$ cat config.mk
export PLATFORM = sky130hd
export DESIGN_NAME = sfwp_core
export DESIGN_NICKNAME = d
export VERILOG_FILES = /design/src/hw/sfwp_pkg.sv /design/src/hw/sfwp_core.sv
export SDC_FILE = /design/constraint.sdc
export NUM_CORES = 1
export LEC_CHECK = 0
export BUFFER_PORTS_ARGS = -buffer_cell sky130_fd_sc_hd__buf_4
export CORE_MARGIN = 2
export CORE_UTILIZATION = 30
export DETAILED_ROUTE_END_ITERATION = 12
export GPL_ROUTABILITY_DRIVEN = 0
export GPL_TIMING_DRIVEN = 0
export PLACE_DENSITY = 0.53
export SKIP_LAST_GASP = 1
export SYNTH_ARGS = -nofsm -noshare
export SYNTH_HDL_FRONTEND = slang
export SYNTH_SLANG_ARGS = --single-unit
$ cat constraint.sdc
create_clock -name clk_i -period 2.5 [get_ports clk_i]
set_clock_uncertainty 0.2 [all_clocks]
set_input_delay 0.75 -clock clk_i [delete_from_list [all_inputs] [get_ports clk_i]]
set_output_delay 0.75 -clock clk_i [all_outputs]
set_load 0.01 [all_outputs]
$ cat src/hw/sfwp_pkg.sv
// package for the serial flash write-protection block
package sfwp_pkg;
    localparam logic [7:0] CMD_WRITE_ENABLE = 8'h06;
    localparam logic [7:0] CMD_WRITE_DISABLE = 8'h04;
    localparam logic [7:0] CMD_READ_STATUS = 8'h05;
    localparam logic [7:0] CMD_WRITE_STATUS = 8'h01;
    localparam logic [7:0] CMD_PAGE_PROG = 8'h02;
    localparam logic [7:0] CMD_READ_CONFIG = 8'hA1;
    localparam logic [7:0] CMD_WRITE_CONFIG = 8'hF1;
    localparam logic [7:0] CMD_SECTOR_ERASE = 8'hD7;
    localparam logic [7:0] CMD_BLOCK_ERASE = 8'hD8;
    localparam logic [7:0] CMD_WHOLE_ERASE = 8'hC7;
    localparam int ST_SWD_BIT = 7;
    localparam int ST_BP_LSB = 2;
    localparam int ST_WEL_BIT = 1;
    localparam int ST_WIP_BIT = 0;
    localparam int CMD_BITS = 8;
    localparam int ADDR_CMD_BITS = 32;
    localparam int REG_WR_BITS = 16;
    localparam int PAGE_BYTES = 256;
    localparam logic [2:0] BP_RESET = 3'h0;
    localparam logic SWD_RESET = 1'b0;
    localparam logic [4:0] CFG_RESET = 5'h00;
    localparam int WRITE_TIME_US = 20;
    localparam int CLK_MHZ = 10;
    localparam int WRITE_CYCLES = WRITE_TIME_US * CLK_MHZ;
    typedef struct packed {
        logic swd;
        logic [2:0] bp;
    } sfwp_nv_t;
    typedef struct packed {
        logic [3:0] sub_sector_protect;
        logic small_sector_mode;
    } sfwp_cfg_t;
endpackage : sfwp_pkg

$ cat src/hw/sfwp_core.sv
// spi write-protection and status logic of a serial flash
//
// Behaviour
// - small-sector mode set only when all protect bits one
// - protect bits all zero clear small-sector mode
// - sub-sector bits protect 1KB pieces in mode
// - config register written and read back by commands
// - status layout swd,0,0,bp,latch,busy
// - protect and swd bits keep value, default zero
// - busy flag one during internal write cycle
// - cleared latch inhibits every write command
// - write-enable command sets latch before writes
// - latch cleared by disable and at the frame end of each write command with a valid clock count
// - program/erase refused inside protected area
// - whole erase only with protect bits zero
// - small-sector mode decides sector 0 by sub-bits
// - swd and low wp pin block status write
// - two-bit variant quarter/half/all decoding, only all when ADDR_W <= 16
// - three-bit variant eighth/quarter/half/all decoding
// - program needs 32 clocks plus whole bytes
// - wrong clock count voids write command
// - config bits reset to zero
// - latch resets write-disabled
// - during write only read-status and read-config accepted
`timescale 1ns/100ps
module sfwp_core
    import sfwp_pkg::*;
#(
    parameter int ADDR_W = 19,
    parameter int BP_BITS = 3,
    parameter int WRITE_CYC = WRITE_CYCLES
) (
    // clock and reset
    input wire logic clk_i,
    input wire logic rst_b_i,
    // spi pins
    input wire logic ce_b_i,
    input wire logic sck_i,
    input wire logic si_i,
    input wire logic wp_b_i,
    output logic so_o,
    output logic so_oe_o,
    // array operation strobe
    output logic prog_go_o,
    output logic erase_go_o,
    output logic [ADDR_W-1:0] op_addr_o
);
    logic [2:0] ce_s, sck_s, si_s, wp_s;
    logic ce_q, sck_q, si_q, wp_q, sck_d;
    always_ff @(posedge clk_i or negedge rst_b_i) begin
        if (!rst_b_i) begin
            ce_s <= 3'h7;
            sck_s <= 3'h0;
            si_s <= 3'h0;
            wp_s <= 3'h7;
            sck_d <= 1'b0;
        end else begin
            ce_s <= {ce_s[1:0], ce_b_i};
            sck_s <= {sck_s[1:0], sck_i};
            si_s <= {si_s[1:0], si_i};
            wp_s <= {wp_s[1:0], wp_b_i};
            sck_d <= sck_s[1];
        end
    end
    assign ce_q = ce_s[1];
    assign sck_q = sck_s[1];
    assign si_q = si_s[1];
    assign wp_q = wp_s[1];
    wire rise = sck_q && !sck_d && !ce_q;
    wire fall = !sck_q && sck_d && !ce_q;
    logic ce_d;
    always_ff @(posedge clk_i or negedge rst_b_i) begin
        if (!rst_b_i) ce_d <= 1'b1;
        else ce_d <= ce_q;
    end
    wire frame_end = ce_q && !ce_d;
    logic [7:0] cmd, next_cmd;
    logic [31:0] shreg, next_shreg;
    logic [12:0] bitcnt, next_bitcnt;
    logic [7:0] tx, next_tx;
    sfwp_nv_t nv, next_nv;
    sfwp_cfg_t cfg, next_cfg;
    logic write_enable_latch, next_wel;
    logic [ADDR_W-1:0] addr, next_addr;
    logic [15:0] busy_cnt, next_busy_cnt;
    logic so, next_so, so_oe, next_so_oe, pgo, next_pgo, ego, next_ego;
    logic [ADDR_W-1:0] oaddr, next_oaddr;
    wire write_in_progress = busy_cnt != 16'h0000;
    wire [7:0] status = {nv.swd, 2'b00, nv.bp, write_enable_latch, write_in_progress};
    function automatic logic prot(input logic [ADDR_W-1:0] a, input sfwp_nv_t n,
                                  input sfwp_cfg_t c);
        logic p;
        logic [2:0] top;
        p = 1'b0;
        top = a[ADDR_W-1 -: 3];
        if (BP_BITS == 3) begin
            if (n.bp[2]) p = 1'b1;
            else if (n.bp[1:0] == 2'b01) p = (top == 3'h7);
            else if (n.bp[1:0] == 2'b10) p = top[2] && top[1];
            else if (n.bp[1:0] == 2'b11) p = top[2];
        end else begin
            if (n.bp[1:0] == 2'b11) p = 1'b1;
            else if (ADDR_W <= 16) p = 1'b0;
            else if (n.bp[1:0] == 2'b01) p = top[2] && top[1];
            else if (n.bp[1:0] == 2'b10) p = top[2];
        end
        if (c.small_sector_mode && a[ADDR_W-1:12] == '0) begin
            p = c.sub_sector_protect[a[11:10]];
        end
        return p;
    endfunction : prot
    always_comb begin
        next_cmd = cmd;
        next_shreg = shreg;
        next_bitcnt = bitcnt;
        next_tx = tx;
        next_nv = nv;
        next_cfg = cfg;
        next_wel = write_enable_latch;
        next_addr = addr;
        next_so = so;
        next_so_oe = so_oe;
        next_pgo = 1'b0;
        next_ego = 1'b0;
        next_oaddr = oaddr;
        next_busy_cnt = write_in_progress ? busy_cnt - 16'h0001 : busy_cnt;
        if (ce_q) begin
            next_bitcnt = '0;
            next_so_oe = 1'b0;
        end
        if (rise) begin
            next_shreg = {shreg[30:0], si_q};
            next_bitcnt = bitcnt + 13'h0001;
            if (bitcnt == 13'(CMD_BITS - 1)) begin
                next_cmd = {shreg[6:0], si_q};
                if (next_cmd == CMD_READ_STATUS) next_tx = status;
                if (next_cmd == CMD_READ_CONFIG) next_tx = {3'b000, cfg};
            end
            if (bitcnt == 13'(ADDR_CMD_BITS - 1)) begin
                next_addr = ADDR_W'({shreg[22:0], si_q});
            end
        end
        if (fall && bitcnt >= 13'(CMD_BITS) && (cmd == CMD_READ_STATUS
            || cmd == CMD_READ_CONFIG)) begin
            next_so_oe = 1'b1;
            next_so = tx[7];
            next_tx = {tx[6:0], tx[7]};
            if (bitcnt[2:0] == 3'h0) begin
                if (cmd == CMD_READ_STATUS) begin
                    next_so = status[7];
                    next_tx = {status[6:0], status[7]};
                end else begin
                    // config reads back as 000 + sub bits + mode, bit 7 first
                    next_so = 1'b0;
                    next_tx = {2'b00, cfg, 1'b0};
                end
            end
        end
        if (frame_end && !write_in_progress) begin
            if (bitcnt == 13'(CMD_BITS) && cmd == CMD_WRITE_ENABLE) next_wel = 1'b1;
            if (bitcnt == 13'(CMD_BITS) && cmd == CMD_WRITE_DISABLE) next_wel = 1'b0;
            if (write_enable_latch) begin
                if (cmd == CMD_WRITE_STATUS && bitcnt == 13'(REG_WR_BITS)) begin
                    next_wel = 1'b0;
                    if (!(nv.swd && !wp_q)) begin
                        next_nv.swd = shreg[ST_SWD_BIT];
                        next_nv.bp = shreg[ST_BP_LSB +: 3] & 3'(2**BP_BITS - 1);
                        next_busy_cnt = 16'(WRITE_CYC);
                        if (next_nv.bp == 3'h0) next_cfg.small_sector_mode = 1'b0;
                    end
                end
                if (cmd == CMD_WRITE_CONFIG && bitcnt == 13'(REG_WR_BITS)) begin
                    next_wel = 1'b0;
                    next_cfg.sub_sector_protect = shreg[4:1];
                    next_cfg.small_sector_mode = shreg[0]
                        && (nv.bp == 3'(2**BP_BITS - 1));
                end
                if (cmd == CMD_PAGE_PROG && bitcnt > 13'(ADDR_CMD_BITS)
                    && bitcnt <= 13'(ADDR_CMD_BITS + 8 * PAGE_BYTES)
                    && bitcnt[2:0] == 3'h0) begin
                    next_wel = 1'b0;
                    if (!prot(addr, nv, cfg)) begin
                        next_pgo = 1'b1;
                        next_oaddr = addr;
                        next_busy_cnt = 16'(WRITE_CYC);
                    end
                end
                if ((cmd == CMD_SECTOR_ERASE || cmd == CMD_BLOCK_ERASE)
                    && bitcnt == 13'(ADDR_CMD_BITS)) begin
                    next_wel = 1'b0;
                    if (!prot(addr, nv, cfg)) begin
                        next_ego = 1'b1;
                        next_oaddr = addr;
                        next_busy_cnt = 16'(WRITE_CYC);
                    end
                end
                if (cmd == CMD_WHOLE_ERASE && bitcnt == 13'(CMD_BITS)) begin
                    next_wel = 1'b0;
                    if (nv.bp == 3'h0) begin
                        next_ego = 1'b1;
                        next_oaddr = '0;
                        next_busy_cnt = 16'(WRITE_CYC);
                    end
                end
            end
        end
    end
    always_ff @(posedge clk_i or negedge rst_b_i) begin
        if (!rst_b_i) begin
            cmd <= 8'h00;
            shreg <= 32'h0000_0000;
            bitcnt <= 13'h0000;
            tx <= 8'h00;
            nv <= {SWD_RESET, BP_RESET};
            cfg <= CFG_RESET;
            write_enable_latch <= 1'b0;
            addr <= '0;
            busy_cnt <= 16'h0000;
            so <= 1'b0;
            so_oe <= 1'b0;
            pgo <= 1'b0;
            ego <= 1'b0;
            oaddr <= '0;
        end else begin
            cmd <= next_cmd;
            shreg <= next_shreg;
            bitcnt <= next_bitcnt;
            tx <= next_tx;
            nv <= next_nv;
            cfg <= next_cfg;
            write_enable_latch <= next_wel;
            addr <= next_addr;
            busy_cnt <= next_busy_cnt;
            so <= next_so;
            so_oe <= next_so_oe;
            pgo <= next_pgo;
            ego <= next_ego;
            oaddr <= next_oaddr;
        end
    end
    assign so_o = so;
    assign so_oe_o = so_oe;
    assign prog_go_o = pgo;
    assign erase_go_o = ego;
    assign op_addr_o = oaddr;
    busy_set_a: assert property (@(posedge clk_i) disable iff (!rst_b_i)
        (pgo || ego) |=> write_in_progress) else $error("busy not raised");
    wel_clr_a: assert property (@(posedge clk_i) disable iff (!rst_b_i)
        (pgo || ego) |-> !write_enable_latch) else $error("latch not cleared");
    inhibit_a: assert property (@(posedge clk_i) disable iff (!rst_b_i)
        (!write_enable_latch ##1 (pgo || ego)) |-> 1'b0) else $error("write without latch");
    chip_bp_a: assert property (@(posedge clk_i) disable iff (!rst_b_i)
        (ego && oaddr == '0 && $past(cmd) == CMD_WHOLE_ERASE) |-> nv.bp == 3'h0)
        else $error("whole erase while protected");
    ssm_bp_a: assert property (@(posedge clk_i) disable iff (!rst_b_i)
        $rose(cfg.small_sector_mode) |-> $past(nv.bp) == 3'(2**BP_BITS - 1))
        else $error("small mode without full protect");
    ssm_clr_a: assert property (@(posedge clk_i) disable iff (!rst_b_i)
        (nv.bp == 3'h0 && $changed(nv.bp)) |-> !cfg.small_sector_mode)
        else $error("small mode kept");
    hw_lock_a: assert property (@(posedge clk_i) disable iff (!rst_b_i)
        ($past(nv.swd) && !$past(wp_q)) |-> $stable(nv))
        else $error("locked status changed");
    busy_block_a: assert property (@(posedge clk_i) disable iff (!rst_b_i)
        $past(write_in_progress) |-> !$rose(write_enable_latch)) else $error("command taken while busy");
    prot_a: assert property (@(posedge clk_i) disable iff (!rst_b_i)
        pgo |-> !prot(oaddr, nv, cfg)) else $error("protected program");

    // checks on accepted array operations and register writes

    prog_len_a: assert property (@(posedge clk_i) disable iff (!rst_b_i)
        pgo |-> ($past(bitcnt[2:0]) == 3'h0 && $past(bitcnt) > 13'(ADDR_CMD_BITS)))
        else $error("program with partial byte");

    erase_len_a: assert property (@(posedge clk_i) disable iff (!rst_b_i)
        (ego && cmd != CMD_WHOLE_ERASE) |-> $past(bitcnt) == 13'(ADDR_CMD_BITS))
        else $error("erase with wrong clock count");

    whole_len_a: assert property (@(posedge clk_i) disable iff (!rst_b_i)
        (ego && cmd == CMD_WHOLE_ERASE) |-> $past(bitcnt) == 13'(CMD_BITS))
        else $error("whole erase with wrong clock count");

    sub_prot_a: assert property (@(posedge clk_i) disable iff (!rst_b_i)
        (pgo && cfg.small_sector_mode && oaddr[ADDR_W-1:12] == '0)
        |-> !cfg.sub_sector_protect[oaddr[11:10]])
        else $error("protected sub-sector programmed");

    nv_wel_a: assert property (@(posedge clk_i) disable iff (!rst_b_i)
        $changed(nv) |-> $past(write_enable_latch)) else $error("status written without latch");

    cfg_wel_a: assert property (@(posedge clk_i) disable iff (!rst_b_i)
        $changed(cfg.sub_sector_protect) |-> $past(write_enable_latch))
        else $error("config written without latch");

    op_idle_a: assert property (@(posedge clk_i) disable iff (!rst_b_i)
        (pgo || ego) |-> !$past(write_in_progress)) else $error("operation started while busy");
endmodule : sfwp_core

After elaboration in Yosys (flattened, before gate mapping)
Index checks and enable logic that the tools add are counted.
Widths: inputs -> output; s select.
- input port bits: 6
- flip-flop bits (word level): 125
- output and inout bits: 23
- word-level logic and storage cells: 165
- eq/ne operators: 23
- muxes and demuxes: 65
- bitwise gates (word level): 1
- $add $sub $neg: 2
- reduce and logical (&&, ||, !) cells: 48
- order comparisons: 4
- operator list (kind ; number):
    $mux 16 ; 11
    $mux 19 ; 6
    $eq 8x8->1 const B ; 6
    $mux 8 ; 6
    $mux 1 ; 38
    $eq 8x3->1 const B ; 4
    $eq 13x5->1 const B ; 2
    $mux 13 ; 2
    $logic_and 1x1->1 ; 21
    $reduce_bool 16->1 ; 1
    $sub 16x1->16 const B ; 1
    $add 13x1->13 const B ; 1
    $eq 13x3->1 const B ; 1
    $eq 13x4->1 const B ; 1
    $eq 13x6->1 const B ; 1
    $ge 13x4->1 const B ; 1
    $gt 13x6->1 const B ; 1
    $le 13x12->1 const B ; 1
    $reduce_bool 2->1 ; 6
    $logic_not 3->1 ; 3
    $eq 8x1->1 const B ; 1
    $eq 8x2->1 const B ; 1
    $logic_not 7->1 ; 1
    $eq 3x3->1 const B ; 2
    14 further kinds ; 24

Logic depth before layout (Yosys ltp)
- word-level depth: 17
- gate-level depth with buffers: 10

Least setup slack after synthesis
Ideal clock, no wire load.
- kind: reg2reg
- start: register bitcnt[0]
- end: register busy_cnt[6]
- arrival time: 2.448 ns
- required time: 2.169 ns
- cell stages (with the launch flop): 9
- slack: -0.280 ns
- path through: dfrtp_1 -> inv_1 -> ha_1 -> or4b_4 -> a2111oi_4 -> nor4_1 -> o311a_1 -> buf_6 -> or3_1
- longest elaborated chain between the ends: 11
- ends and longest elaborated chain (item ; RTL line ; source):
    start: declaration ; sfwp_core.sv:79 ; logic [12:0] bitcnt, next_bitcnt;
    start signal: assignment ; sfwp_core.sv:227 ; bitcnt <= next_bitcnt;
    $gt 13x6->1 or $eq 13x5->1 (tied branches) ; sfwp_core.sv:178, sfwp_core.sv:163 ;
    $logic_and 1x1->1 (on tied branches) ; sfwp_core.sv:178, sfwp_core.sv:163 ;
    $logic_and 1x1->1 or $mux 16 (tied branches) ; sfwp_core.sv:179, sfwp_core.sv:163 ;
    $logic_and 1x1->1 or $mux 16 (tied branches) ; sfwp_core.sv:180, sfwp_core.sv:182 ;
    $mux 16 ; sfwp_core.sv:178 ; if (cmd == CMD_PAGE_PROG && bitcnt > 13'(ADDR_CMD_BITS)
    $mux 16 ; sfwp_core.sv:191 ; if (!prot(addr, nv, cfg)) begin
    $mux 16 ; sfwp_core.sv:188 ; if ((cmd == CMD_SECTOR_ERASE || cmd == CMD_BLOCK_ERASE)
    $mux 16 ; sfwp_core.sv:199 ; if (nv.bp == 3'h0) begin
    $mux 16 (*) ; sfwp_core.sv:197 ; if (cmd == CMD_WHOLE_ERASE && bitcnt == 13'(CMD_BITS)) begin
    $mux 16 (*) ; sfwp_core.sv:162 ; if (write_enable_latch) begin
    $mux 16 (*) ; sfwp_core.sv:159 ; if (frame_end && !write_in_progress) begin
    via next_busy_cnt[6] ; sfwp_core.sv:85 ; logic [15:0] busy_cnt, next_busy_cnt;
    end signal: assignment ; sfwp_core.sv:233 ; busy_cnt <= next_busy_cnt;
    end: declaration ; sfwp_core.sv:85 ;
The timed path passes the listed nets; every way through them passes the cells marked *.
A chain may end at the register's enable or synchronous reset.

Final worst setup path
- start: register bitcnt[1]
- end: register oaddr[7], in the netlist op_addr_o[7]
- longest elaborated chain between the ends: 9
- ends and longest elaborated chain (item ; RTL line ; source):
    $gt 13x6->1 ; sfwp_core.sv:178 ;
    $logic_and 1x1->1 ; sfwp_core.sv:178 ;
    $logic_and 1x1->1 ; sfwp_core.sv:179 ; && bitcnt <= 13'(ADDR_CMD_BITS + 8 * PAGE_BYTES)
    $logic_and 1x1->1 ; sfwp_core.sv:180 ; && bitcnt[2:0] == 3'h0) begin
    $mux 19 ; sfwp_core.sv:178 ;
    $mux 19 ; sfwp_core.sv:191 ;
    $mux 19 ; sfwp_core.sv:188 ;
    $mux 19 ; sfwp_core.sv:199 ;
    $mux 19 (*) ; sfwp_core.sv:197 ;
    end signal: assignment ; sfwp_core.sv:238 ; oaddr <= next_oaddr;
    end: declaration ; sfwp_core.sv:87 ; logic [ADDR_W-1:0] oaddr, next_oaddr;
Mark *: on every way between the ends. The rest lies on a longest branch, timed or not.

==> metrics.txt <==
status=finished, violations left; failing checks=negative setup slack; sequential share of the synthesized area=0.541; Power, Total=5.04 mW; Post-synth EDFFs=0; Slew @ Worst Pin=587 ps; unrepaired setup endpoints after global routing=true; total CTS buffers=17; # fillers=1800; Hold Slack=29.7 ps; commonest non-fill, non-tap cell in the layout=dfrtp_1; Netlist Area Pre-Place=5790 um2; worst skew pair latency=420 ps; Critical Path RT=2640 ps; clk slew on worst S/H paths=60 ps; initial core utilization=0.308; Final nets=599; routed len/inst=15.5 um; Worst Path Arrival=2880 ps; Hold Vio Cnt, Final=0; Antenna Nets Post-Route=0; CTS sink cnt=125; Peak VDD IR=373 uV; Die Y=143 um; Buffers on Ports=28; Post-Route WL=13400 um; worst r2r src=bitcnt[1]; vias in the first global route=4284; f_max=365 MHz; worst setup path startpoint=bitcnt[1]; Post-Syn Nets=533; Worst setup SP type=register; Synth async-reset ratio=1.00; post-synthesis mux area share=0.132; Clock Path Buffers=2; final setup vio count=28; remaining global-route overflow=0; ys flop type=dfrtp_1; min-delay worst type=input pin to async pin; core box area=18800 um2; # DRC=0; Final Worst Setup Slack=-238 ps; most frequent cells in the layout=119 x dfrtp_1, 58 x mux2_2, 48 x buf_4; largest net degree at the start of global routing=91; hpwl dp=8970 um; drt first pass iters=4; die width=143 um; Netlist cell types=54; Area Overhead vs Synth=28.3%; initial antenna violation count=0; CP Capture Type=register; Slew Viols, Final=0; Post-Syn Area per Cell=11.1 um2; Pleak=3.43 nW; Area contributors post-synth=dfrtp_1 52%, mux2_2 11%, nand3_1 3.2%, nand2_1 2.9%, nor2_1 2.4%; adder-cell share of the synthesized area=0.00864; Die Area=20400 um2; YS warnings=0; largest family of logic cells by synthesized area=simple AND/OR/NAND/NOR gates; period utilization=1.10; area leader, netlist=dfrtp_1; CP max FO=8; Max-Cap Viols=0; Util after Layout=0.395; pwr dens=678 nW/um2; ant diodes=0; Clock Root Buffer=clkbuf_16; # rows=50; first-pass GRT wire length=22300 um; Worst Path Class, Setup=register to register; xor and xnor area share after synthesis=0.0393; H-tree depth=4; minimum clock period=2740 ps; Iter 0 DRT Violations=198; complex-gate fraction of the synthesized area=0.0663; Slew HR=0.609; vias per cell=4.91; synthesized instance count=523; CTS tree=yes; Yosys top cell area share=0.519; post-synthesis simple-gate area fraction=0.188; via count=4234; layout cell share with drive strength beyond 1=0.337; register bit count reported by yosys=125; Global Route Usage Sum=0.140; I/O pin count=29
[path summary, 6_finish.rpt]
path                                      to  slack (ps)  cells after the start
worst max-delay path            op_addr_o[7]        -240                     11
worst min-delay path            busy_cnt[12]          30                      1
worst max register to register  op_addr_o[7]        -240                     11
worst min register to register       wp_s[1]         160                      0
max in group asynchronous           shreg[2]        1300                      2
min in group clk_i                   wp_s[1]         160                      0
[layout make-up]
type	instances	area [um2]	share of cell area
clock buffers	20	467	0.0628
flip-flops and latches	125	3140	0.422
clock inverters	12	159	0.0214
inverters	8	30.0	0.00404
repair buffers	51	410	0.0552
plain buffers	22	125	0.0168
multi-input cells	364	2780	0.374
well taps	260	325	0.0438
[metal layers]
layer / share of wire / vias up / track usage
met5: 0 / - / 0
met4: 0.020 / 0 / 0.0552
met3: 0.038 / 30 / 0.0352
met2: 0.46 / 96 / 0.212
met1: 0.48 / 2104 / 0.191
li1: - / 2004 / -
[per-stage QoR]
stage / TNS, ps / std cells / instance area (um2) / setup slack, ps
4_1_cts: -6530 / 854 / 7260 / -324
2_1_floorplan: -655 / 523 / 5800 / -143
5_1_grt: -7350 / 862 / 7430 / -309
3_5_place_dp: -35470 / 812 / 6370 / -802
6_report: -5000 / 862 / 7430 / -238
3_3_place_gp: -29940 / 811 / 6330 / -726
[sequential cells by signal (all words and copies together), names as in the netlist]
register / cells
op_addr_o: 19
cfg: 5
erase_go_o: 1
wp_s: 2
tx: 8
si_s: 2
cmd: 8
so_o: 1
so_oe_o: 1
bitcnt: 13
addr: 19
write_enable_latch: 1
sck_s: 2
busy_cnt: 16
ce_s: 2
shreg: 18
ce_d: 1
nv: 4
sck_d: 1
prog_go_o: 1
[logic make-up (layout without fill, tap and decap cells)]
logic type | after synthesis | count (layout)
AND/OR/NAND/NOR | 206 | 206
flip-flops | 125 | 125
multiplexers | 68 | 68
AO/OA/AOI/OAI | 60 | 60
buffers and inverters | 34 | 113
XOR/XNOR | 26 | 26
adder cells (fa/ha/maj) | 4 | 4
[Yosys cell counts (3+ instances only)]
library cell	n
nand3_1	37
or4_1	5
nor3_1	17
buf_2	3
xor2_1	14
nand3b_1	3
mux2_2	58
o21ai_1	21
nand4b_1	6
and3_1	5
a21oi_1	8
xnor2_1	12
nand2b_1	4
o21ai_0	9
nand2_1	45
dfstp_2	5
nor4b_1	3
clkbuf_1	19
a31oi_1	3
nor4bb_1	3
nor4_1	7
a211oi_1	4
nor2_1	37
ha_1	4
dfrtp_1	120
inv_1	8
nor2b_1	10
nand4_1	9
mux2i_1	9
or3_1	5
[critical path: stages, from the launching register on]
cell and delay, ps:
dfrtp_1 390, inv_2 80, ha_4 130, buf_4 100, nor2b_1 320, nand3_1 210
nor4_1 470, o311a_4 330, buf_6 110, buf_6 120, nand3_1 90, o21ai_1 100
[power by group]
part	internal, mW	switching [mW]
Sequential	2.10	0.127
Clock	1.65	0.918
Combinational	0.108	0.134
Total	3.86	1.18
[repair_timing]
action / 4_1_cts / 5_1_grt
endpoints found under the setup margin: 76 / 56
hold buffers: 0 / 0
pin swaps: 18 / 8
hold endpoints to repair: 0 / 0
resized for setup: 44 / 25
buffers inserted: 12 / 10
No activity file was read; power rests on OpenSTA's default activity.
